File: src/pkg/serial_loopback_regs.svh
/*
  Register offsets, field positions, reset values and timing counts of the serial adapter.
  Assumes inclusion by bare name; holds definitions only.
*/
`ifndef SERIAL_LOOPBACK_REGS_SVH
`define SERIAL_LOOPBACK_REGS_SVH

// Byte offsets on the bus
`define REG_DATA_OFS      8'h00
`define REG_STATUS_OFS    8'h04
`define REG_COMMAND_OFS   8'h08
`define REG_CONTROL_OFS   8'h0c

// Command register fields
`define CMD_TERM_READY_BIT 0
`define CMD_RX_IRQ_OFF_BIT 1
`define CMD_TX_CTRL_LO     2
`define CMD_TX_CTRL_HI     3
`define CMD_ECHO_BIT       4
`define CMD_RESET          8'h00

// Control register fields
`define CTL_BAUD_LO        0
`define CTL_BAUD_HI        3
`define CTL_RX_SRC_BIT     4
`define CTL_RESET          8'h00

// Status register fields
`define STS_FRAMING_BIT    1
`define STS_OVERRUN_BIT    2
`define STS_RX_FULL_BIT    3
`define STS_TX_EMPTY_BIT   4
`define STS_CARRIER_BIT    5
`define STS_SET_READY_BIT  6
`define STS_TX_BUSY_BIT    7

// Serial timing: 16 bit-clock ticks per bit, sample at mid start bit
`define TICKS_PER_BIT      4'hf
`define START_MID_TICK     4'h7
`define DATA_BITS          4'h8
`define FRAME_BITS         4'ha
`define BAUD_CNT_W         12

// Internal divisors per baud selection, in crystal periods; selection zero uses the pins
`define BAUD_DIV_1         16'h9000
`define BAUD_DIV_2         16'h6000
`define BAUD_DIV_3         16'h4181
`define BAUD_DIV_4         16'h3588
`define BAUD_DIV_5         16'h3000
`define BAUD_DIV_6         16'h1800
`define BAUD_DIV_7         16'h0c00
`define BAUD_DIV_8         16'h0600
`define BAUD_DIV_9         16'h0400
`define BAUD_DIV_A         16'h0300
`define BAUD_DIV_B         16'h0200
`define BAUD_DIV_C         16'h0180
`define BAUD_DIV_D         16'h0100
`define BAUD_DIV_E         16'h00c0
`define BAUD_DIV_F         16'h0060

`endif

File: src/pkg/serial_loopback_pkg.sv
/*
  Types shared by the serial adapter design files.
  Assumes nothing beyond a SystemVerilog compiler.
*/
package serial_loopback_pkg;

  typedef enum logic [1:0] {
    RX_IDLE  = 2'b00,
    RX_START = 2'b01,
    RX_DATA  = 2'b10,
    RX_STOP  = 2'b11
  } rx_state_t;

  typedef enum logic {
    TX_IDLE = 1'b0,
    TX_SEND = 1'b1
  } tx_state_t;

endpackage : serial_loopback_pkg

File: src/verilog/serial_loopback_diagnostics.sv
/*
  Asynchronous serial adapter with echo support for remote loop-back, behind an AHB-Lite slave.
  Assumes modem pins synchronous to hclk; any local loop-back gating sits outside this block.
*/
// The register addresses and the AHB-Lite interface to the registers were chosen for this implementation.
`include "serial_loopback_regs.svh"

module serial_loopback_diagnostics
  import serial_loopback_pkg::*;
(
  // Clock and reset
  input  wire logic        hclk,
  input  wire logic        hresetn,
  // AHB-Lite slave
  input  wire logic        hsel,
  input  wire logic [7:0]  haddr,
  input  wire logic [1:0]  htrans,
  input  wire logic        hwrite,
  input  wire logic [2:0]  hsize,
  input  wire logic [31:0] hwdata,
  input  wire logic        hready,
  output logic             hreadyout,
  output logic [31:0]      hrdata,
  output logic             hresp,
  // External x16 bit clocks
  input  wire logic        tx_bit_clock_x16,
  input  wire logic        rx_bit_clock_x16,
  // Modem side
  input  wire logic        serial_in,
  output logic             serial_out,
  output logic             terminal_ready_n,
  output logic             send_request_n,
  input  wire logic        carrier_detect_n,
  input  wire logic        clear_to_send_n,
  input  wire logic        set_ready_n
);

  // Register state
  logic [7:0]  command_r;
  logic [7:0]  control_r;
  logic [7:0]  rx_data_r;
  logic        rx_full_r;
  logic        overrun_r;
  logic        framing_r;
  // Bus data-phase state
  logic        dph_wr_r;
  logic [7:0]  dph_addr_r;
  logic        addr_ok;
  logic        rd_data_hit;
  logic        wr_pend;
  logic        wr_accept;
  // Baud generation
  logic [`BAUD_CNT_W-1:0] baud_cnt_r;
  logic [`BAUD_CNT_W-1:0] baud_reload;
  logic        int_tick;
  logic        tx_clk_d_r;
  logic        rx_clk_d_r;
  logic        tx_tick;
  logic        rx_tick;
  logic        ext_baud;
  // Receiver
  rx_state_t   rx_state_r;
  logic [3:0]  rx_tcnt_r;
  logic [3:0]  rx_bits_r;
  logic [7:0]  rx_shift_r;
  logic        rx_done;
  // Transmitter
  tx_state_t   tx_state_r;
  logic [3:0]  tx_tcnt_r;
  logic [3:0]  tx_bits_r;
  logic [9:0]  tx_shift_r;
  // FIFO hookup
  logic        echo_push;
  logic        fifo_in_valid;
  logic        fifo_in_ready;
  logic [7:0]  fifo_in_data;
  logic        fifo_out_valid;
  logic        fifo_out_ready;
  logic [7:0]  fifo_out_data;
  logic        fifo_empty;

  // Address phase decode; only whole-word transfers are expected
  assign addr_ok     = hsel & htrans[1] & hready;
  assign rd_data_hit = addr_ok & ~hwrite & (haddr == `REG_DATA_OFS);
  assign hresp       = 1'b0;

  // Bus writes to the data register wait while the FIFO is full or an echo takes the slot
  assign wr_pend   = dph_wr_r & (dph_addr_r == `REG_DATA_OFS);
  assign wr_accept = wr_pend & ~echo_push & fifo_in_ready;
  assign hreadyout = ~(wr_pend & ~wr_accept);

  // Data phase capture
  always_ff @(posedge hclk or negedge hresetn)
  begin
    if (!hresetn)
    begin
      dph_wr_r   <= 1'b0;
      dph_addr_r <= 8'h00;
    end
    else if (hreadyout)
    begin
      dph_wr_r   <= addr_ok & hwrite;
      dph_addr_r <= haddr;
    end
  end

  // Read data registered at the address phase so it stands through the data phase
  always_ff @(posedge hclk or negedge hresetn)
  begin
    if (!hresetn)
      hrdata <= 32'h0000_0000;
    else if (addr_ok & ~hwrite)
    begin
      unique case (haddr)
        `REG_DATA_OFS:    hrdata <= {24'h00_0000, rx_data_r};
        `REG_STATUS_OFS:  hrdata <= {24'h00_0000, tx_state_r == TX_SEND, set_ready_n, carrier_detect_n,
                                     fifo_empty, rx_full_r, overrun_r, framing_r, 1'b0};
        `REG_COMMAND_OFS: hrdata <= {24'h00_0000, command_r};
        `REG_CONTROL_OFS: hrdata <= {24'h00_0000, control_r};
        default:          hrdata <= 32'h0000_0000;
      endcase
    end
  end

  // Command and control writes; the remote set-up is software's job
  always_ff @(posedge hclk or negedge hresetn)
  begin
    if (!hresetn)
    begin
      command_r <= `CMD_RESET;
      control_r <= `CTL_RESET;
    end
    else if (dph_wr_r)
    begin
      if (dph_addr_r == `REG_COMMAND_OFS)
        command_r <= hwdata[7:0];
      if (dph_addr_r == `REG_CONTROL_OFS)
        control_r <= hwdata[7:0];
    end
  end

  // Handshake outputs straight from command bits; nothing here loops them back
  assign terminal_ready_n = ~command_r[`CMD_TERM_READY_BIT];
  assign send_request_n   = (command_r[`CMD_TX_CTRL_HI:`CMD_TX_CTRL_LO] == 2'b00);

  // Divisor per baud selection, scaled to x16 ticks; fractional divisors round down
  always_comb
  begin
    unique case (control_r[`CTL_BAUD_HI:`CTL_BAUD_LO])
      4'h1:    baud_reload = 12'(`BAUD_DIV_1 / 16 - 1);
      4'h2:    baud_reload = 12'(`BAUD_DIV_2 / 16 - 1);
      4'h3:    baud_reload = 12'(`BAUD_DIV_3 / 16 - 1);
      4'h4:    baud_reload = 12'(`BAUD_DIV_4 / 16 - 1);
      4'h5:    baud_reload = 12'(`BAUD_DIV_5 / 16 - 1);
      4'h6:    baud_reload = 12'(`BAUD_DIV_6 / 16 - 1);
      4'h7:    baud_reload = 12'(`BAUD_DIV_7 / 16 - 1);
      4'h8:    baud_reload = 12'(`BAUD_DIV_8 / 16 - 1);
      4'h9:    baud_reload = 12'(`BAUD_DIV_9 / 16 - 1);
      4'ha:    baud_reload = 12'(`BAUD_DIV_A / 16 - 1);
      4'hb:    baud_reload = 12'(`BAUD_DIV_B / 16 - 1);
      4'hc:    baud_reload = 12'(`BAUD_DIV_C / 16 - 1);
      4'hd:    baud_reload = 12'(`BAUD_DIV_D / 16 - 1);
      4'he:    baud_reload = 12'(`BAUD_DIV_E / 16 - 1);
      default: baud_reload = 12'(`BAUD_DIV_F / 16 - 1);
    endcase
  end

  // Internal x16 tick divider running on hclk
  always_ff @(posedge hclk or negedge hresetn)
  begin
    if (!hresetn)
      baud_cnt_r <= '0;
    else if (baud_cnt_r == '0)
      baud_cnt_r <= baud_reload;
    else
      baud_cnt_r <= baud_cnt_r - 1'b1;
  end

  // Rising-edge detect on the external bit clocks
  always_ff @(posedge hclk or negedge hresetn)
  begin
    if (!hresetn)
    begin
      tx_clk_d_r <= 1'b0;
      rx_clk_d_r <= 1'b0;
    end
    else
    begin
      tx_clk_d_r <= tx_bit_clock_x16;
      rx_clk_d_r <= rx_bit_clock_x16;
    end
  end

  // Selection zero means external clocks; control bit 4 makes the receiver share the transmit tick
  assign ext_baud = (control_r[`CTL_BAUD_HI:`CTL_BAUD_LO] == 4'h0);
  assign int_tick = (baud_cnt_r == '0);
  assign tx_tick  = ext_baud ? (tx_bit_clock_x16 & ~tx_clk_d_r) : int_tick;
  assign rx_tick  = control_r[`CTL_RX_SRC_BIT] ? tx_tick
                                               : (rx_bit_clock_x16 & ~rx_clk_d_r);

  // Receiver: mid-start check, then one sample per sixteen ticks
  always_ff @(posedge hclk or negedge hresetn)
  begin
    if (!hresetn)
    begin
      rx_state_r <= RX_IDLE;
      rx_tcnt_r  <= 4'h0;
      rx_bits_r  <= 4'h0;
      rx_shift_r <= 8'h00;
    end
    else if (rx_tick)
    begin
      rx_tcnt_r <= rx_tcnt_r + 1'b1;
      unique case (rx_state_r)
        RX_IDLE:
        begin
          rx_tcnt_r <= 4'h0;
          if (!serial_in)
            rx_state_r <= RX_START;
        end
        RX_START:
          if (rx_tcnt_r == `START_MID_TICK)
          begin
            rx_tcnt_r  <= 4'h0;
            rx_bits_r  <= 4'h0;
            rx_state_r <= serial_in ? RX_IDLE : RX_DATA;   // Glitch rejection
          end
        RX_DATA:
          if (rx_tcnt_r == `TICKS_PER_BIT)
          begin
            rx_shift_r <= {serial_in, rx_shift_r[7:1]};
            rx_bits_r  <= rx_bits_r + 1'b1;
            if (rx_bits_r == `DATA_BITS - 4'h1)
              rx_state_r <= RX_STOP;
          end
        RX_STOP:
          if (rx_tcnt_r == `TICKS_PER_BIT)
            rx_state_r <= RX_IDLE;
      endcase
    end
  end

  assign rx_done = rx_tick & (rx_state_r == RX_STOP) & (rx_tcnt_r == `TICKS_PER_BIT);

  // Receive holding register and flags; a new character wins over a read that clears
  always_ff @(posedge hclk or negedge hresetn)
  begin
    if (!hresetn)
    begin
      rx_data_r <= 8'h00;
      rx_full_r <= 1'b0;
      overrun_r <= 1'b0;
      framing_r <= 1'b0;
    end
    else
    begin
      if (rx_done)
      begin
        rx_data_r <= rx_shift_r;
        rx_full_r <= 1'b1;
        framing_r <= ~serial_in;
      end
      else if (rd_data_hit)
      begin
        rx_full_r <= 1'b0;
        framing_r <= 1'b0;
      end
      // Overrun also covers an echo dropped on a full FIFO
      if ((rx_done & rx_full_r & ~rd_data_hit) | (echo_push & ~fifo_in_ready))
        overrun_r <= 1'b1;
      else if (rd_data_hit)
        overrun_r <= 1'b0;
    end
  end

  // Echo pushes the received character for retransmission, ahead of bus writes
  assign echo_push     = rx_done & command_r[`CMD_ECHO_BIT];
  assign fifo_in_valid = echo_push | wr_pend;
  assign fifo_in_data  = echo_push ? rx_shift_r : hwdata[7:0];

  // Transmit FIFO between bus and shifter
  sync_fifo #(
    .WIDTH (8),
    .DEPTH (8)
  ) tx_fifo (
    .hclk      (hclk),
    .hresetn   (hresetn),
    .in_valid  (fifo_in_valid),
    .in_ready  (fifo_in_ready),
    .in_data   (fifo_in_data),
    .out_valid (fifo_out_valid),
    .out_ready (fifo_out_ready),
    .out_data  (fifo_out_data),
    .empty     (fifo_empty)
  );

  // The shifter takes a word only while idle and the modem clears to send
  assign fifo_out_ready = (tx_state_r == TX_IDLE) & ~clear_to_send_n;

  // Transmitter: start, eight data bits, stop; sixteen ticks per bit
  always_ff @(posedge hclk or negedge hresetn)
  begin
    if (!hresetn)
    begin
      tx_state_r <= TX_IDLE;
      tx_tcnt_r  <= 4'h0;
      tx_bits_r  <= 4'h0;
      tx_shift_r <= 10'h3ff;
    end
    else
    begin
      unique case (tx_state_r)
        TX_IDLE:
          if (fifo_out_valid & fifo_out_ready)
          begin
            tx_shift_r <= {1'b1, fifo_out_data, 1'b0};
            tx_tcnt_r  <= 4'h0;
            tx_bits_r  <= 4'h0;
            tx_state_r <= TX_SEND;
          end
        TX_SEND:
          if (tx_tick)
          begin
            tx_tcnt_r <= tx_tcnt_r + 1'b1;
            if (tx_tcnt_r == `TICKS_PER_BIT)
            begin
              tx_shift_r <= {1'b1, tx_shift_r[9:1]};
              tx_bits_r  <= tx_bits_r + 1'b1;
              if (tx_bits_r == `FRAME_BITS - 4'h1)
                tx_state_r <= TX_IDLE;
            end
          end
      endcase
    end
  end

  // Line idles at mark; the bit on the line is the shifter's low bit, registered once on hclk
  always_ff @(posedge hclk or negedge hresetn)
  begin
    if (!hresetn)
      serial_out <= 1'b1;
    else
      serial_out <= (tx_state_r == TX_SEND) ? tx_shift_r[0] : 1'b1;
  end

endmodule : serial_loopback_diagnostics

File: src/verilog/sync_fifo.sv
/*
  Small synchronous FIFO with valid/ready on both sides and a registered head word.
  Assumes one clock and an active-low asynchronous reset; total occupancy never passes DEPTH.
*/
module sync_fifo #(
  parameter int WIDTH = 8,
  parameter int DEPTH = 8
) (
  // Clock and reset
  input  wire logic             hclk,
  input  wire logic             hresetn,
  // Filling side
  input  wire logic             in_valid,
  output logic                  in_ready,
  input  wire logic [WIDTH-1:0] in_data,
  // Draining side
  output logic                  out_valid,
  input  wire logic             out_ready,
  output logic [WIDTH-1:0]      out_data,
  output logic                  empty
);
  localparam int AW = $clog2(DEPTH);

  logic [WIDTH-1:0] mem_r [DEPTH];
  logic [AW-1:0]    wr_ptr_r;
  logic [AW-1:0]    rd_ptr_r;
  logic [AW:0]      mem_cnt_r;
  logic             head_valid_r;
  logic [WIDTH-1:0] head_data_r;
  logic             push;
  logic             load;
  logic             pop_head;

  // Total occupancy counts the head register too, so full is honest
  assign in_ready  = ({1'b0, mem_cnt_r} + {{AW+1{1'b0}}, head_valid_r}) < (AW+2)'(DEPTH);
  assign push      = in_valid & in_ready;
  assign pop_head  = head_valid_r & out_ready;
  assign load      = (mem_cnt_r != '0) & (~head_valid_r | pop_head);
  assign out_valid = head_valid_r;
  assign out_data  = head_data_r;
  assign empty     = ~head_valid_r & (mem_cnt_r == '0);

  // Storage writes; no reset needed on the array
  always_ff @(posedge hclk)
  begin
    if (push)
      mem_r[wr_ptr_r] <= in_data;
  end

  // Pointers and fill count
  always_ff @(posedge hclk or negedge hresetn)
  begin
    if (!hresetn)
    begin
      wr_ptr_r  <= '0;
      rd_ptr_r  <= '0;
      mem_cnt_r <= '0;
    end
    else
    begin
      if (push)
        wr_ptr_r <= (wr_ptr_r == AW'(DEPTH-1)) ? '0 : wr_ptr_r + 1'b1;
      if (load)
        rd_ptr_r <= (rd_ptr_r == AW'(DEPTH-1)) ? '0 : rd_ptr_r + 1'b1;
      mem_cnt_r <= mem_cnt_r + (AW+1)'(push) - (AW+1)'(load);
    end
  end

  // Head register keeps read data coming from a flip-flop
  always_ff @(posedge hclk or negedge hresetn)
  begin
    if (!hresetn)
    begin
      head_valid_r <= 1'b0;
      head_data_r  <= '0;
    end
    else if (load)
    begin
      head_valid_r <= 1'b1;
      head_data_r  <= mem_r[rd_ptr_r];
    end
    else if (pop_head)
      head_valid_r <= 1'b0;
  end

endmodule : sync_fifo

File: config.mk
export PLATFORM = sky130hd
export DESIGN_NAME = serial_loopback_diagnostics
export DESIGN_NICKNAME = d
export VERILOG_FILES = /design/src/pkg/serial_loopback_pkg.sv /design/src/verilog/serial_loopback_diagnostics.sv /design/src/verilog/sync_fifo.sv
export VERILOG_INCLUDE_DIRS = /design/src /design/src/pkg
export SDC_FILE = /design/constraint.sdc
export NUM_CORES = 1
export LEC_CHECK = 0
export BUFFER_PORTS_ARGS = -buffer_cell sky130_fd_sc_hd__buf_2
export CORE_MARGIN = 10
export CORE_UTILIZATION = 61
export CTS_BUF_LIST = sky130_fd_sc_hd__clkbuf_8
export DETAILED_ROUTE_END_ITERATION = 7
export PLACE_DENSITY_LB_ADDON = 0.3
export SLEW_MARGIN = 20
export SYNTH_ARGS = -nofsm -noshare
export SYNTH_HDL_FRONTEND = slang
export SYNTH_SLANG_ARGS = --single-unit
File: constraint.sdc
create_clock -name hclk -period 4.5 [get_ports hclk]
set_input_delay 0.45 -clock hclk [delete_from_list [all_inputs] [get_ports hclk]]
set_output_delay 0.45 -clock hclk [all_outputs]
set_load 0.005 [all_outputs]
### Word-level counts from Yosys, hierarchy flattened

Memories as Yosys holds them, arrays and structs flattened. A register that Yosys moved wholly into a read port is not among the register bits.
Cells that the tools add are included.

* magnitude comparators: 1
* reductions and logical operators: 20
* mux-type cells: 43
* eq/ne operators: 23
* bitwise gates (word level): 38
* $add $sub $neg: 10

Operator list (count)
* $eq A8 B4 Y1 const B: 4
* $pmux W4 S2: 4
* $pmux W8 S4: 1
* $mux W10: 3
* $mux W4: 7
* $and A1 B1 Y1: 22
* $pmux W10 S2: 1
* $add A4 B1 Y4 const B: 4
* $logic_not A8 Y1: 2
* $mux W1: 15
* $not A1 Y1: 13
* $eq A4 B4 Y1 const B: 3
* $logic_not A12 Y1: 1
* $mux W12: 1
* $mux W2: 6
* $ne A2 B2 Y1 const B: 6
* $sub A12 B1 Y12 const B: 1
* $eq A4 B3 Y1 const B: 2
* $eq A8 B3 Y1 const B: 1
* $logic_not A4 Y1: 2
* $mux W8: 1
* $pmux W2 S4: 1
* $reduce_bool A2 Y1: 4
* $add A3 B1 Y3 const B: 2
* 18 further kinds: 28

* input port bits: 56
* memory bits (writable): 64
* memories: 2
* bits in read-only memories: 176
* logic and storage cells: 162
* output and inout bits: 37
* bits in registers: 131

Memory list
* (no name shown): depth 16, width 11, rd ports 1, clocked after memory_dff 0, wr ports 0, RTL line serial_loopback_diagnostics.sv:149 `` unique case (control_r[`CTL_BAUD_HI:`CTL_BAUD_LO]) ``
* tx_fifo.mem_r: depth 8, width 8, rd ports 1, clocked after memory_dff 1, wr ports 1, RTL line sync_fifo.sv:24 `logic [WIDTH-1:0] mem_r [DEPTH];`

### Logic depth before layout (Yosys ltp)

Gate-level depths: netlist (run 1).

* depth in word-level cells: 13
* depth in mapped cells: 13
* depth with buffers taken out: 12

### Hierarchy

From an unflattened synthesis (run 1), not the netlist that was laid out.

* cell total of the unflattened synthesis: 697
* area, all modules: 8503.2 µm²

By module, submodules not included
* serial_loopback_diagnostics: cells each 469, sequential area each 2389.8 µm², area each 4992.3 µm², instances 1
* sync_fifo: cells each 228, sequential area each 2397.3 µm², area each 3510.9 µm², instances 1

### Least setup slack after synthesis (run 1)

No wires, ideal clock.

* kind: flip-flop to flip-flop
* from: reg control_r[0]
* to: mem tx_fifo.mem_r[2][0] (enable)
* path slack: 1.276 ns
* required time: 4.102 ns
* stages on the path, launching flop included: 9
* setup time: 0.398 ns
* period minus slack after synthesis: 3.224 ns
* arrival time: 2.826 ns
* cell sequence: dfrtp_1 inv_1 ha_1 nor3b_2 a32oi_1 nor2_1 o32ai_1 buf_2 nor4b_1

* cells in the longest elaborated chain, start to end: 10

Ends and longest elaborated chain
* from (decl): RTL line serial_loopback_diagnostics.sv:40 `logic [7:0] control_r;`
* from (signal assigned): RTL line serial_loopback_diagnostics.sv:131 `` control_r <= `CTL_RESET; ``
* from (signal assigned): RTL line serial_loopback_diagnostics.sv:138 `control_r <= hwdata[7:0];`
* $logic_not A4 Y1: RTL line serial_loopback_diagnostics.sv:195 `` assign ext_baud = (control_r[`CTL_BAUD_HI:`CTL_BAUD_LO] == 4'h0); ``
* $mux W1: RTL line serial_loopback_diagnostics.sv:197 `assign tx_tick = ext_baud ? (tx_bit_clock_x16 & ~tx_clk_d_r) : int_tick;`
* $mux W1: RTL line serial_loopback_diagnostics.sv:198 `` assign rx_tick = control_r[`CTL_RX_SRC_BIT] ? tx_tick ``
* $and A1 B1 Y1 (2 in a row): RTL line serial_loopback_diagnostics.sv:243 `` assign rx_done = rx_tick & (rx_state_r == RX_STOP) & (rx_tcnt_r == `TICKS_PER_BIT); ``
* $and A1 B1 Y1: RTL line serial_loopback_diagnostics.sv:277 `` assign echo_push = rx_done & command_r[`CMD_ECHO_BIT]; ``
* $or A1 B1 Y1: RTL line serial_loopback_diagnostics.sv:278 `assign fifo_in_valid = echo_push | wr_pend;`
* $and A1 B1 Y1: RTL line sync_fifo.sv:36 `assign push = in_valid & in_ready;`
* $mux W1: RTL line sync_fifo.sv:46 `if (push)`
* $mux W1 (implied by the code): RTL line sync_fifo.sv:47 `mem_r[wr_ptr_r] <= in_data;`
* to (decl): RTL line sync_fifo.sv:24

No other way between the ends.

### Final worst setup path (run 1)

* from: reg baud_cnt_r[5]
* to: out hreadyout

* cells in the longest elaborated chain, start to end: 12

Ends and longest elaborated chain
* from (decl): RTL line serial_loopback_diagnostics.sv:53 `` logic [`BAUD_CNT_W-1:0] baud_cnt_r; ``
* from (signal assigned): RTL line serial_loopback_diagnostics.sv:174 `baud_cnt_r <= baud_reload;`
* from (signal assigned): RTL line serial_loopback_diagnostics.sv:176 `baud_cnt_r <= baud_cnt_r - 1'b1;`
* $logic_not A12 Y1: RTL line serial_loopback_diagnostics.sv:196 `assign int_tick = (baud_cnt_r == '0);`
* $mux W1: RTL line serial_loopback_diagnostics.sv:197
* $mux W1: RTL line serial_loopback_diagnostics.sv:198
* $and A1 B1 Y1 (2 in a row): RTL line serial_loopback_diagnostics.sv:243
* $and A1 B1 Y1: RTL line serial_loopback_diagnostics.sv:277
* $not A1 Y1: RTL line serial_loopback_diagnostics.sv:89 `assign wr_accept = wr_pend & ~echo_push & fifo_in_ready;`
* $and A1 B1 Y1 (2 in a row): RTL line serial_loopback_diagnostics.sv:89
* $not A1 Y1: RTL line serial_loopback_diagnostics.sv:90 `assign hreadyout = ~(wr_pend & ~wr_accept);`
* $and A1 B1 Y1: RTL line serial_loopback_diagnostics.sv:90
* $not A1 Y1: RTL line serial_loopback_diagnostics.sv:90
* to (decl): RTL line serial_loopback_diagnostics.sv:22 `output logic hreadyout,`

No other way between the ends.

==> results of run 1 <==
==> power breakdown <==
part           internal [W]  total, W  switching, W
Clock              0.000465   0.00109      0.000625
Combinational      0.000384  0.000706      0.000322
Sequential          0.00187   0.00215      0.000277
==> cells in the final DEF, fill, tap and decap left out, drive strengths merged, types with 3 or more instances in the layout <==
cell | synthesis | layout
nand2b | 6 | 6
nor3b | 4 | 4
o21ai | 50 | 50
nand4 | 7 | 7
nor4 | 5 | 5
nor2 | 21 | 21
nand3 | 13 | 13
nand2 | 57 | 57
and3 | 5 | 5
a21oi | 25 | 25
mux4 | 23 | 23
mux2i | 19 | 19
mux2 | 45 | 45
ha | 24 | 24
buf | 34 | 51
xnor2 | 6 | 6
conb | 1 | 25
clkinv | 0 | 3
nor2b | 8 | 8
or3 | 6 | 6
xor2 | 4 | 4
nor3 | 11 | 11
a21o | 7 | 7
dfstp | 10 | 10
dfrtp | 104 | 104
edfxtp | 64 | 64
and2 | 10 | 10
inv | 27 | 37
o31ai | 4 | 4
clkbuf | 16 | 17
nor4b | 5 | 5
==> worst paths after layout <==
check                                          start                         endpoint  depth (start not counted)
hold reg to reg            tx_shift_r[8]$_DFFE_PN1P_        tx_shift_r[8]$_DFFE_PN1P_                          2
setup / recovery             baud_cnt_r[5]$_DFF_PN0_                        hreadyout                          6
setup reg to reg             baud_cnt_r[5]$_DFF_PN0_    tx_fifo.mem_r[4][6]$_DFFE_PP_                          8
max in group asynchronous                    hresetn  tx_fifo.rd_ptr_r[0]$_DFFE_PN0P_                          2
hold / removal                               hresetn         rx_tcnt_r[1]$_DFFE_PN0N_                          1
min in group hclk                   rx_bit_clock_x16             rx_clk_d_r$_DFF_PN0_                          1
==> final cells by class <==
| type | instances | area [um2] | share of cell area (%) |
|---|---|---|---|
| clock buffers | 17 | 234 | 2.58 |
| multi-input cells | 422 | 3270 | 36.1 |
| well taps | 176 | 220 | 2.43 |
| clock inverters | 15 | 161 | 1.78 |
| flip-flops and latches | 178 | 4790 | 52.8 |
| repair buffers | 51 | 288 | 3.18 |
| inverters | 27 | 101 | 1.12 |
==> cells by family (layout without fill, tap and decap cells) <==
kind of cell,after synthesis,in the layout,synth area share [%]
flip-flops,178,178,57.3
AND/OR/NAND/NOR,169,169,10.7
AO/OA/AOI/OAI,106,106,7.82
multiplexers,87,87,14.5
buffers and inverters,77,110,4.69
adder cells (fa/ha/maj),25,25,3.83
XOR/XNOR,10,10,1.05
other,1,25,0.0449
==> stage by stage <==
stage | hold slack (ps) | util [%] | instances
after floorplan | 154 | - | 677
after global placement | 447 | 64.9 | 854
after detailed placement | 458 | 64.9 | 854
after CTS | 90.5 | 67.9 | 886
after global routing | 106 | 67.9 | 886
final | 51.1 | 67.9 | 886
==> registers in the layout (all words and copies together) (netlist names), 3 cells and up, named ones only <==
| name | flops |
|---|---|
| tx_fifo.mem_r | 64 |
| baud_cnt_r | 12 |
| tx_shift_r | 9 |
| command_r | 8 |
| control_r | 8 |
| dph_addr_r | 8 |
| hrdata | 8 |
| rx_data_r | 8 |
| rx_shift_r | 8 |
| tx_fifo.out_data | 8 |
| rx_bits_r | 4 |
| rx_tcnt_r | 4 |
| tx_bits_r | 4 |
| tx_fifo.mem_cnt_r | 4 |
| tx_tcnt_r | 4 |
| tx_fifo.rd_ptr_r | 3 |
| tx_fifo.wr_ptr_r | 3 |
==> metal layers <==
metal / part of all wire (%) / vias to the layer above / routed length [um]
met5: 0 / - / 0
met3: 3.9 / 22 / 629
met2: 50 / 99 / 8180
met1: 44 / 2614 / 7180
li1: - / 2425 / -
met4: 1.5 / 0 / 243
==> results.tsv, run 1 <==
metric	value	unit
worst hold path class	input port to asynchronous set/reset pin	
Setup Buffers After CTS	0	
met3 Track Usage GR	3.59	%
synthesized area per cell	12.8	um2
highest cell delay on the worst timing path	640	ps
Rel. slew slack	38.2	%
# diodes	0	
unique cell type count in the Yosys netlist	64	
share of layout cells above drive strength 1	24.5	%
worst-margin pin slew	928	ps
max-slew violation count	0	
Design Area, Final	9060	um2
Post-synth EDFFs	64	
CP required	4050	ps
Clock Path Buffers	2	
Buf+Inv Stages, Crit Path	2	
crit path DAT	3470	ps
Total Wirelength	16200	um
CTS tree	yes	
Remaining DRCs	0	
Synth Cell Area	8360	um2
TritonRoute pass-1 iters	5	
max-cap violations	0	
register area share after synthesis	57.3	%
worst-skew pair later-pin latency	470	ps
slowest library cell on the worst path	nand4_1	
starting density of the core	62.6	%
first-pass GRT wire length	26400	um
antenna violations before repair	0	
Die Ht	137	um
P per Cell Area	436	nW/um2
Area contributors post-synth	dfrtp_1 31%, edfxtp_1 23%, mux4_2 6.2%	
routability cong.	0.837	
area growth from synthesis to layout	8.46	%
asr flop ratio synth	64.0	%
leading area contributor after synthesis	dfrtp_1	
dpl ws	1040	ps
final setup violation count	0	
Ports	93	
GRT overflow	0	
GRT met1 Usage	23.4	%
root buffer cell	clkbuf_8	
status	complete, no violations	
row count	42	
top_reg_cell synth	dfrtp_1	
fill cell count	937	
Yosys warnings	0	
Tcrit/Tclk final	87.1	%
CP Launch Type	flip-flop	
min Tclk post-route	3920	ps
Die Wd	137	um
Vias/cell	5.82	
Crit path max-delay family	simple AND/OR/NAND/NOR gates	
count leader, synth	dfrtp_1	
largest net degree at the start of global routing	68	
Die Area	18800	um2
unrepaired setup endpoints after global routing	no	
Hold Vio Cnt, Final	0	
GRT Util Overall	18.1	%
Critical Path Sink Type	output port	
Total Power	0.00395	W
Port Buffer Count	39	
Max rail drop VDD	0.271	mV
HPWL Detailed	11400	um
Gates resized, CTS repair	0	
Synth Instances	653	
critical-path cell list	nor4_1 -> nand4_1 -> buf_4 -> o32ai_4 -> o21ai_2 -> buf_2	
Post-DRT Antenna Nets	0	
Leakage	3.83	nW
worst-path maximum fanout	15	
routed len/inst	18.3	um
GRT busiest layer	met2	
CTS HTree Levels	4	
DRT iter0 DRCs	451	
total core area	13300	um2
setup ws final	581	ps
Clk pin slew, worst setup/hold paths	100	ps
Clock Sinks	178	
vias in the first global route	5238	
#FFs+latches synth	178	
CP Class	flip-flop to output port	
fmax	255	MHz
Placed Area	8660	um2
setup TNS	0	ps
vias	5160	
number of buffers created by CTS	17	
met2 GRT Util	29.5	%
Post-CTS Hold Fix Bufs	0	
Total Nets Final	778	
top cells by count, synth	104 x dfrtp_1, 64 x edfxtp_1, 57 x nand2_1, 47 x o21ai_0, 45 x mux2_2	
flop2flop setup slack	1120	ps
worst-case clock skew	11.0	ps
top cell type's share of synthesized area	31.1	%
(Power assumes the default switching activity.)
==> run 2: changes to the inputs <==
--- a/config.mk
+++ b/config.mk
@@ -8,11 +8,10 @@
 export LEC_CHECK = 0
 export BUFFER_PORTS_ARGS = -buffer_cell sky130_fd_sc_hd__buf_2
 export CORE_MARGIN = 10
-export CORE_UTILIZATION = 61
-export CTS_BUF_LIST = sky130_fd_sc_hd__clkbuf_8
+export CORE_UTILIZATION = 59
 export DETAILED_ROUTE_END_ITERATION = 7
+export MAX_ROUTING_LAYER = met4
 export PLACE_DENSITY_LB_ADDON = 0.3
-export SLEW_MARGIN = 20
 export SYNTH_ARGS = -nofsm -noshare
 export SYNTH_HDL_FRONTEND = slang
 export SYNTH_SLANG_ARGS = --single-unit
==> results.tsv, run 2 (same netlist as run 1, synthesis figures left out) <==
metric	value	unit	change
status	complete, no violations		unchanged
GRT Util Overall	18.6	%	was 18.1%
Largest Register	tx_fifo.mem_r		unchanged
row count	43		was 42
Post-DRT Antenna Nets	0		unchanged
Clock Sinks	178		unchanged
Final Non-Filler Cells	892		was 886
Multi-input gate area	3270	um2	about the same
vias	5252		was 5160
Max rail drop VDD	0.286	mV	was 0.271 mV
routability cong.	0.826		was 0.837
CP required	4050	ps	about the same
min Tclk post-route	3480	ps	was 3920 ps
fill cell count	974		was 937
final setup violation count	0		unchanged
Total Wirelength	17000	um	was 16200 um
CTS HTree Levels	4		unchanged
area growth from synthesis to layout	10.9	%	was 8.46%
Remaining DRCs	0		unchanged
biggest regs	tx_fifo.mem_r x64, baud_cnt_r x12, tx_shift_r x9		unchanged
Die Wd	139	um	was 137 um
Rel. slew slack	28.1	%	was 38.2%
Clock Path Buffers	2		unchanged
Critical Path Sink Type	output port		unchanged
Placed Instances	859		was 854
Ports	93		unchanged
Clk pin slew, worst setup/hold paths	70	ps	was 100 ps
number of buffers created by CTS	17		unchanged
worst hold path class	input port to flip-flop		was input port to asynchronous set/reset pin
TritonRoute pass-1 iters	5		unchanged
Vias/cell	5.89		was 5.82
max-slew violation count	0		unchanged
Hold Vio Cnt, Final	0		unchanged
unrepaired setup endpoints after global routing	no		unchanged
Sw Pwr	0.00130	W	was 0.00122 W
setup TNS	0	ps	unchanged
Logic pwr share	16.6	%	was 17.9%
slowest library cell on the worst path	o32ai_4		was nand4_1
Power Internal	0.00303	W	was 0.00272 W
Clock Power Share	33.8	%	was 27.6%
share of layout cells above drive strength 1	24.2	%	was 24.5%
Gates resized, CTS repair	0		unchanged
Tcrit/Tclk final	77.3	%	was 87.1%
DRT iter0 DRCs	365		was 451
worst-case clock skew	8.60	ps	was 11.0 ps
antenna violations before repair	1		was 0
most frequent cells in the layout	104 x dfrtp_1, 64 x edfxtp_1, 57 x nand2_1, 47 x o21ai_0, 45 x mux2_2		was 103 x dfrtp_1, 64 x edfxtp_1, 57 x nand2_1, 47 x o21ai_0, 45 x mux2_2
Port Buffer Count	39		unchanged
starting density of the core	60.2	%	was 62.6%
Net Sw Frac	30.0	%	was 31.0%
CP Class	flip-flop to output port		unchanged
Total Power	0.00433	W	was 0.00395 W
vias in the first global route	5479		was 5238
most common cell after layout, fill and taps aside	dfrtp_1		unchanged
worst-path maximum fanout	10		was 15
HPWL Detailed	11300	um	was 11400 um
fmax	288	MHz	was 255 MHz
Storage cell area	4790	um2	about the same
Layout Utilization	66.8	%	was 67.9%
worst-skew pair later-pin latency	430	ps	was 470 ps
Total Nets Final	779		was 778
routed len/inst	19.1	um	was 18.3 um
worst-margin pin slew	1070	ps	was 928 ps
largest net degree at the start of global routing	86		was 68
root buffer cell	clkbuf_16		was clkbuf_8
CTS tree	yes		unchanged
Die Ht	139	um	was 137 um
GRT overflow	0		unchanged
total core area	13900	um2	was 13300 um2
Leakage	3.93	nW	was 3.83 nW
first-pass GRT wire length	28200	um	was 26400 um
P per Cell Area	467	nW/um2	was 436 nW/um2
highest cell delay on the worst timing path	710	ps	was 640 ps
share of power burned in registers	49.5	%	was 54.5%
max-cap violations	0		unchanged
max reg flops	64		unchanged
crit path DAT	3030	ps	was 3470 ps
Die Area	19300	um2	was 18800 um2
Post-CTS Hold Fix Bufs	0		unchanged
critical-path cell list	nor4_1 -> nand4_1 -> o32ai_4 -> o21ai_2 -> buf_2		was nor4_1 -> nand4_1 -> buf_4 -> o32ai_4 -> o21ai_2 -> buf_2
CP Launch Type	flip-flop		unchanged
Setup Buffers After CTS	0		unchanged
run 2: cell types whose count changed in the layout (fill, tap and decap cells not counted), sizes merged:
cell / change
buf: +1
bufinv: -1
clkbuf: +1
clkinv: +2
clkinvlp: -1
diode: +1
inv: -1
run 2: area by class of cell:
class	instances	area share, %
flip-flops and latches	178	51.6
multi-input cells	422	35.3
clock buffers	18	4.86
repair buffers	52	3.19
well taps	180	2.43
clock inverters	14	1.51
inverters	27	1.09
diodes	1	0.0270
run 2: worst max-delay path: cells and delay by family (launching register included):
kind | cells | cell delay (ps)
and+or+nand+nor | 2 | 1000
AOI/OAI and AO/OA | 2 | 970
buffers and inverters | 1 | 190
DFF | 1 | 430
run 2: path summary, 6_finish.rpt:
kind / slack [ps] / startpoint / cells past startpoint / end
setup / recovery: 1020 / baud_cnt_r[5]$_DFF_PN0_ / 5 / hreadyout
hold / removal: 170 / rx_bit_clock_x16 / 1 / rx_clk_d_r$_DFF_PN0_
setup reg to reg: 1140 / control_r[1]$_DFFE_PN0P_ / 7 / rx_data_r[4]$_DFFE_PN0N_
hold reg to reg: 470 / baud_cnt_r[0]$_DFF_PN0_ / 1 / baud_cnt_r[0]$_DFF_PN0_
max in group asynchronous: 3290 / hresetn / 2 / serial_out$_DFF_PN1_
min in group asynchronous: 210 / hresetn / 1 / baud_cnt_r[3]$_DFF_PN0_
run 2: per-layer routing:
metal / vias up / track usage [%] / wire length (um)
li1: 2427 / - / -
met3: 20 / 5.10 / 900
met5: - / - / 0
met4: 0 / 5.49 / 204
met2: 148 / 30.4 / 8760
met1: 2657 / 22.1 / 7180
run 2: power groups by stage:
| stage | Sequential (W) | Combinational, W | Clock (W) |
|---|---|---|---|
| global placement | 0.00216 | 0.000671 | 0 |
| detailed placement | 0.00218 | 0.000713 | 0 |
| global route | 0.00218 | 0.000819 | 0.00155 |
| floorplan | 0.00202 | 0.000670 | 0 |
| CTS | 0.00215 | 0.000727 | 0.00148 |
| finish | 0.00215 | 0.000721 | 0.00147 |
run 2: per-stage QoR:
step                      hold WS, ps  worst slack (ps)  cell area [um2]
final                             166              1020             9270
after global placement            451              1340             8680
after global routing              153               827             9270
after CTS                         157              1040             9270
after floorplan                   154              1280             8450
after detailed placement          456              1240             8680
==> run 3: changes to the inputs <==
--- a/config.mk
+++ b/config.mk
@@ -6,6 +6,7 @@
 export SDC_FILE = /design/constraint.sdc
 export NUM_CORES = 1
 export LEC_CHECK = 0
+export ABC_AREA = 1
 export BUFFER_PORTS_ARGS = -buffer_cell sky130_fd_sc_hd__buf_2
 export CORE_MARGIN = 10
 export CORE_UTILIZATION = 59
==> constraint.sdc (replaced) <==
create_clock -name hclk -period 3.3 [get_ports hclk]
set_input_delay 0.33 -clock hclk [delete_from_list [all_inputs] [get_ports hclk]]
set_output_delay 0.33 -clock hclk [all_outputs]
set_load 0.005 [all_outputs]
==> results.tsv, run 3 <==
metric	value	unit	change
status	complete, no violations		unchanged
Reg2Reg Depth	14		was 7
Clock Path Buffers	2		unchanged
area growth from synthesis to layout	10.7	%	was 10.9%
max reg flops	64		unchanged
Critical Path Sink Type	output port		unchanged
routed len/inst	15.4	um	was 19.1 um
Total Nets Final	1011		was 779
number of buffers created by CTS	17		unchanged
Post-DRT Antenna Nets	0		unchanged
hold path start	rx_bit_clock_x16		unchanged
Total Power	0.00517	W	was 0.00433 W
Hold Crit Depth	1		unchanged
biggest regs	tx_fifo.mem_r x64, baud_cnt_r x12, tx_shift_r x9		unchanged
register area share after synthesis	55.7	%	was 57.3%
Critical R2R Capture	tx_fifo.mem_cnt_r[2]$_DFF_PN0_		was rx_data_r[4]$_DFFE_PN0N_
main combinational cell family by area after synthesis	simple AND/OR/NAND/NOR gates		was multiplexers
Clock Sinks	178		unchanged
Yosys warnings	0		unchanged
xor-xnor portion of the synthesized cell area	1.22	%	was 1.05%
Total Wirelength	17300	um	was 17000 um
largest net degree at the start of global routing	69		was 86
Clk pin slew, worst setup/hold paths	60	ps	was 70 ps
Multi-input gate area	3220	um2	was 3270 um2
root buffer cell	clkbuf_16		unchanged
Remaining DRCs	0		unchanged
worst hold path class	input port to flip-flop		unchanged
CP Launch Type	flip-flop		unchanged
adder-cell area share of the yosys netlist	3.73	%	was 3.83%
top_reg_cell synth	dfrtp_1		unchanged
vias in the first global route	5761		was 5479
Largest Register	tx_fifo.mem_r		unchanged
CP required	2970	ps	was 4050 ps
Max rail drop VDD	0.367	mV	was 0.286 mV
Die Area	19800	um2	was 19300 um2
max-slew violation count	0		unchanged
Synth Instances	884		was 653
Leakage	4.38	nW	was 3.93 nW
HPWL Detailed	11900	um	was 11300 um
most frequent cells in the layout	148 x nand2_1, 104 x dfrtp_1, 94 x nor2_1, 86 x inv_1, 80 x o21ai_0		was 104 x dfrtp_1, 64 x edfxtp_1, 57 x nand2_1, 47 x o21ai_0, 45 x mux2_2
crit path DAT	2630	ps	was 3030 ps
routability cong.	0.822		was 0.826
top cells by count, synth	148 x nand2_1, 104 x dfrtp_1, 94 x nor2_1, 86 x inv_1, 80 x o21ai_0		was 104 x dfrtp_1, 64 x edfxtp_1, 57 x nand2_1, 47 x o21ai_0, 45 x mux2_2
#FFs+latches synth	178		unchanged
GRT overflow	0		unchanged
setup TNS	0	ps	unchanged
synthesized area per cell	9.72	um2	was 12.8 um2
GRT Util Overall	18.5	%	was 18.6%
DRT iter0 DRCs	498		was 365
Area contributors post-synth	dfrtp_1 30%, edfxtp_1 22%, nand2_1 6.5%		was dfrtp_1 31%, edfxtp_1 23%, mux4_2 6.2%
# diodes	0		was 1
CP Class	flip-flop to output port		unchanged
P per Cell Area	543	nW/um2	was 467 nW/um2
starting density of the core	59.6	%	was 60.2%
fill cell count	1138		was 974
first-pass GRT wire length	28700	um	was 28200 um
TritonRoute pass-1 iters	5		unchanged
worst-path maximum fanout	19		was 10
Die Wd	141	um	was 139 um
flop2flop setup slack	420	ps	was 1140 ps
simple-gate share of the synthesized area	18.7	%	was 10.8%
worst-skew pair later-pin latency	430	ps	about the same
final setup violation count	0		unchanged
Storage cell area	4790	um2	unchanged
fmax	338	MHz	
Ports	93		unchanged
row count	44		was 43
Vias/cell	5.40		was 5.89
total core area	14400	um2	was 13900 um2
most common cell after layout, fill and taps aside	nand2_1		was dfrtp_1
Tcrit/Tclk final	89.6	%	
worst-margin pin slew	967	ps	was 1070 ps
complex-gate fraction of the synthesized area	12.4	%	was 7.82%
antenna violations before repair	0		was 1
max-cap violations	0		unchanged
Port Buffer Count	39		unchanged
CTS tree	yes		unchanged
unrepaired setup endpoints after global routing	no		unchanged
count leader, synth	nand2_1		was dfrtp_1
Synth Cell Area	8590	um2	was 8360 um2
Die Ht	141	um	was 139 um
min Tclk post-route	2960	ps	
Hold Vio Cnt, Final	0		unchanged
share of layout cells above drive strength 1	15.5	%	was 24.2%
Rel. slew slack	35.1	%	was 28.1%
leading area contributor after synthesis	dfrtp_1		unchanged
WHS Endpoint	rx_clk_d_r$_DFF_PN0_		unchanged
reg2reg start	control_r[0]$_DFFE_PN0P_		was control_r[1]$_DFFE_PN0P_
asr flop ratio synth	64.0	%	unchanged
worst-case clock skew	10.8	ps	was 8.60 ps
CTS HTree Levels	4		unchanged
unique cell type count in the Yosys netlist	53		was 64
vias	6087		was 5252
top cell type's share of synthesized area	30.3	%	was 31.1%
post-synthesis mux area share	0.379	%	was 14.5%
Post-synth EDFFs	64		unchanged
## run 3: cell types whose count changed after synthesis, moves of 9 or more
cell | previous run | this run
mux4_2 | 23 | 0
inv_1 | 27 | 86
o21ai_2 | 2 | 18
o221ai_1 | 0 | 9
o21ai_0 | 47 | 80
nand3_1 | 13 | 54
nor2_1 | 21 | 94
mux2_2 | 45 | 2
nand2_1 | 57 | 148
mux2i_1 | 19 | 1
## run 3: layout make-up
cell class	instances	area share (%)
inverter	92	3.68
tap	184	2.42
sequential	178	50.3
clock inverter	12	1.79
clock buffer	20	4.59
multi-input combinational	588	33.9
timing repair buffer	53	3.34
## run 3: through the flow
stage               utilization, %  cells  area (um2)  hold slack [ps]  setup WS, ps
floorplan                        -    908        8680             34.4           893
global placement              61.7   1094        8900              384           549
detailed placement            61.7   1094        8900              376           459
CTS                           66.0   1127        9510             28.0           347
global route                  66.0   1127        9510             33.9           156
finish                        66.0   1127        9510             42.2           343
## run 3: how the worst max path moves through the flow
stage | startpoint | endpoint | slack [ps] | cells after the start
6_report | control_r[0]$_DFFE_PN0P_ | hreadyout | 340 | 11
5_1_grt | control_r[0]$_DFFE_PN0P_ | hreadyout | 160 | 11
4_1_cts | control_r[0]$_DFFE_PN0P_ | hreadyout | 350 | 11
3_5_place_dp | control_r[0]$_DFFE_PN0P_ | tx_fifo.mem_cnt_r[2]$_DFF_PN0_ | 460 | 14
3_3_place_gp | control_r[0]$_DFFE_PN0P_ | tx_fifo.mem_cnt_r[2]$_DFF_PN0_ | 550 | 14
2_1_floorplan | control_r[0]$_DFFE_PN0P_ | tx_fifo.mem_cnt_r[2]$_DFF_PN0_ | 890 | 14
## run 3: where the power goes
part	switching [W]	total, W	leakage, nW	internal, W
Clock	0.000862	0.00208	0.293	0.00121
Combinational	0.000351	0.000542	2.14	0.000191
Sequential	0.000113	0.00255	1.95	0.00244
Total	0.00133	0.00517	4.38	0.00384
## run 3: kinds of logic after synthesis
kind of cell,after synthesis
muxes,3
AOI/OAI and AO/OA,175
and+or+nand+nor,348
buffers and inverters,142
adders and majority gates,25
xor gates and xnor gates,12
DFF,178
other,1
## run 3: timing repair
item	4_1_cts	5_1_grt
setup buffers	0	0
hold buffers	1	0
endpoints found under the setup margin	0	0
endpoints found under the hold margin	36	0
resized for setup	0	0
## run 3: critical path, stage by stage (launching register included)
cell and delay (ps):
dfrtp_1 470, inv_1 150, ha_1 250, nand2_2 100, nor2_4 50, inv_1 80
nand3_2 120, nand3_2 160, nand4_4 290, nand2_2 300, nand2_2 90, buf_2 140
## run 3: per-layer routing
layer	vias to the layer above	part of all wire (%)	track usage, %
met5	-	0	-
met4	0	2.0	7.12
met3	24	5.0	4.06
met2	158	46	27.7
met1	2884	47	24.2
li1	3021	-	-
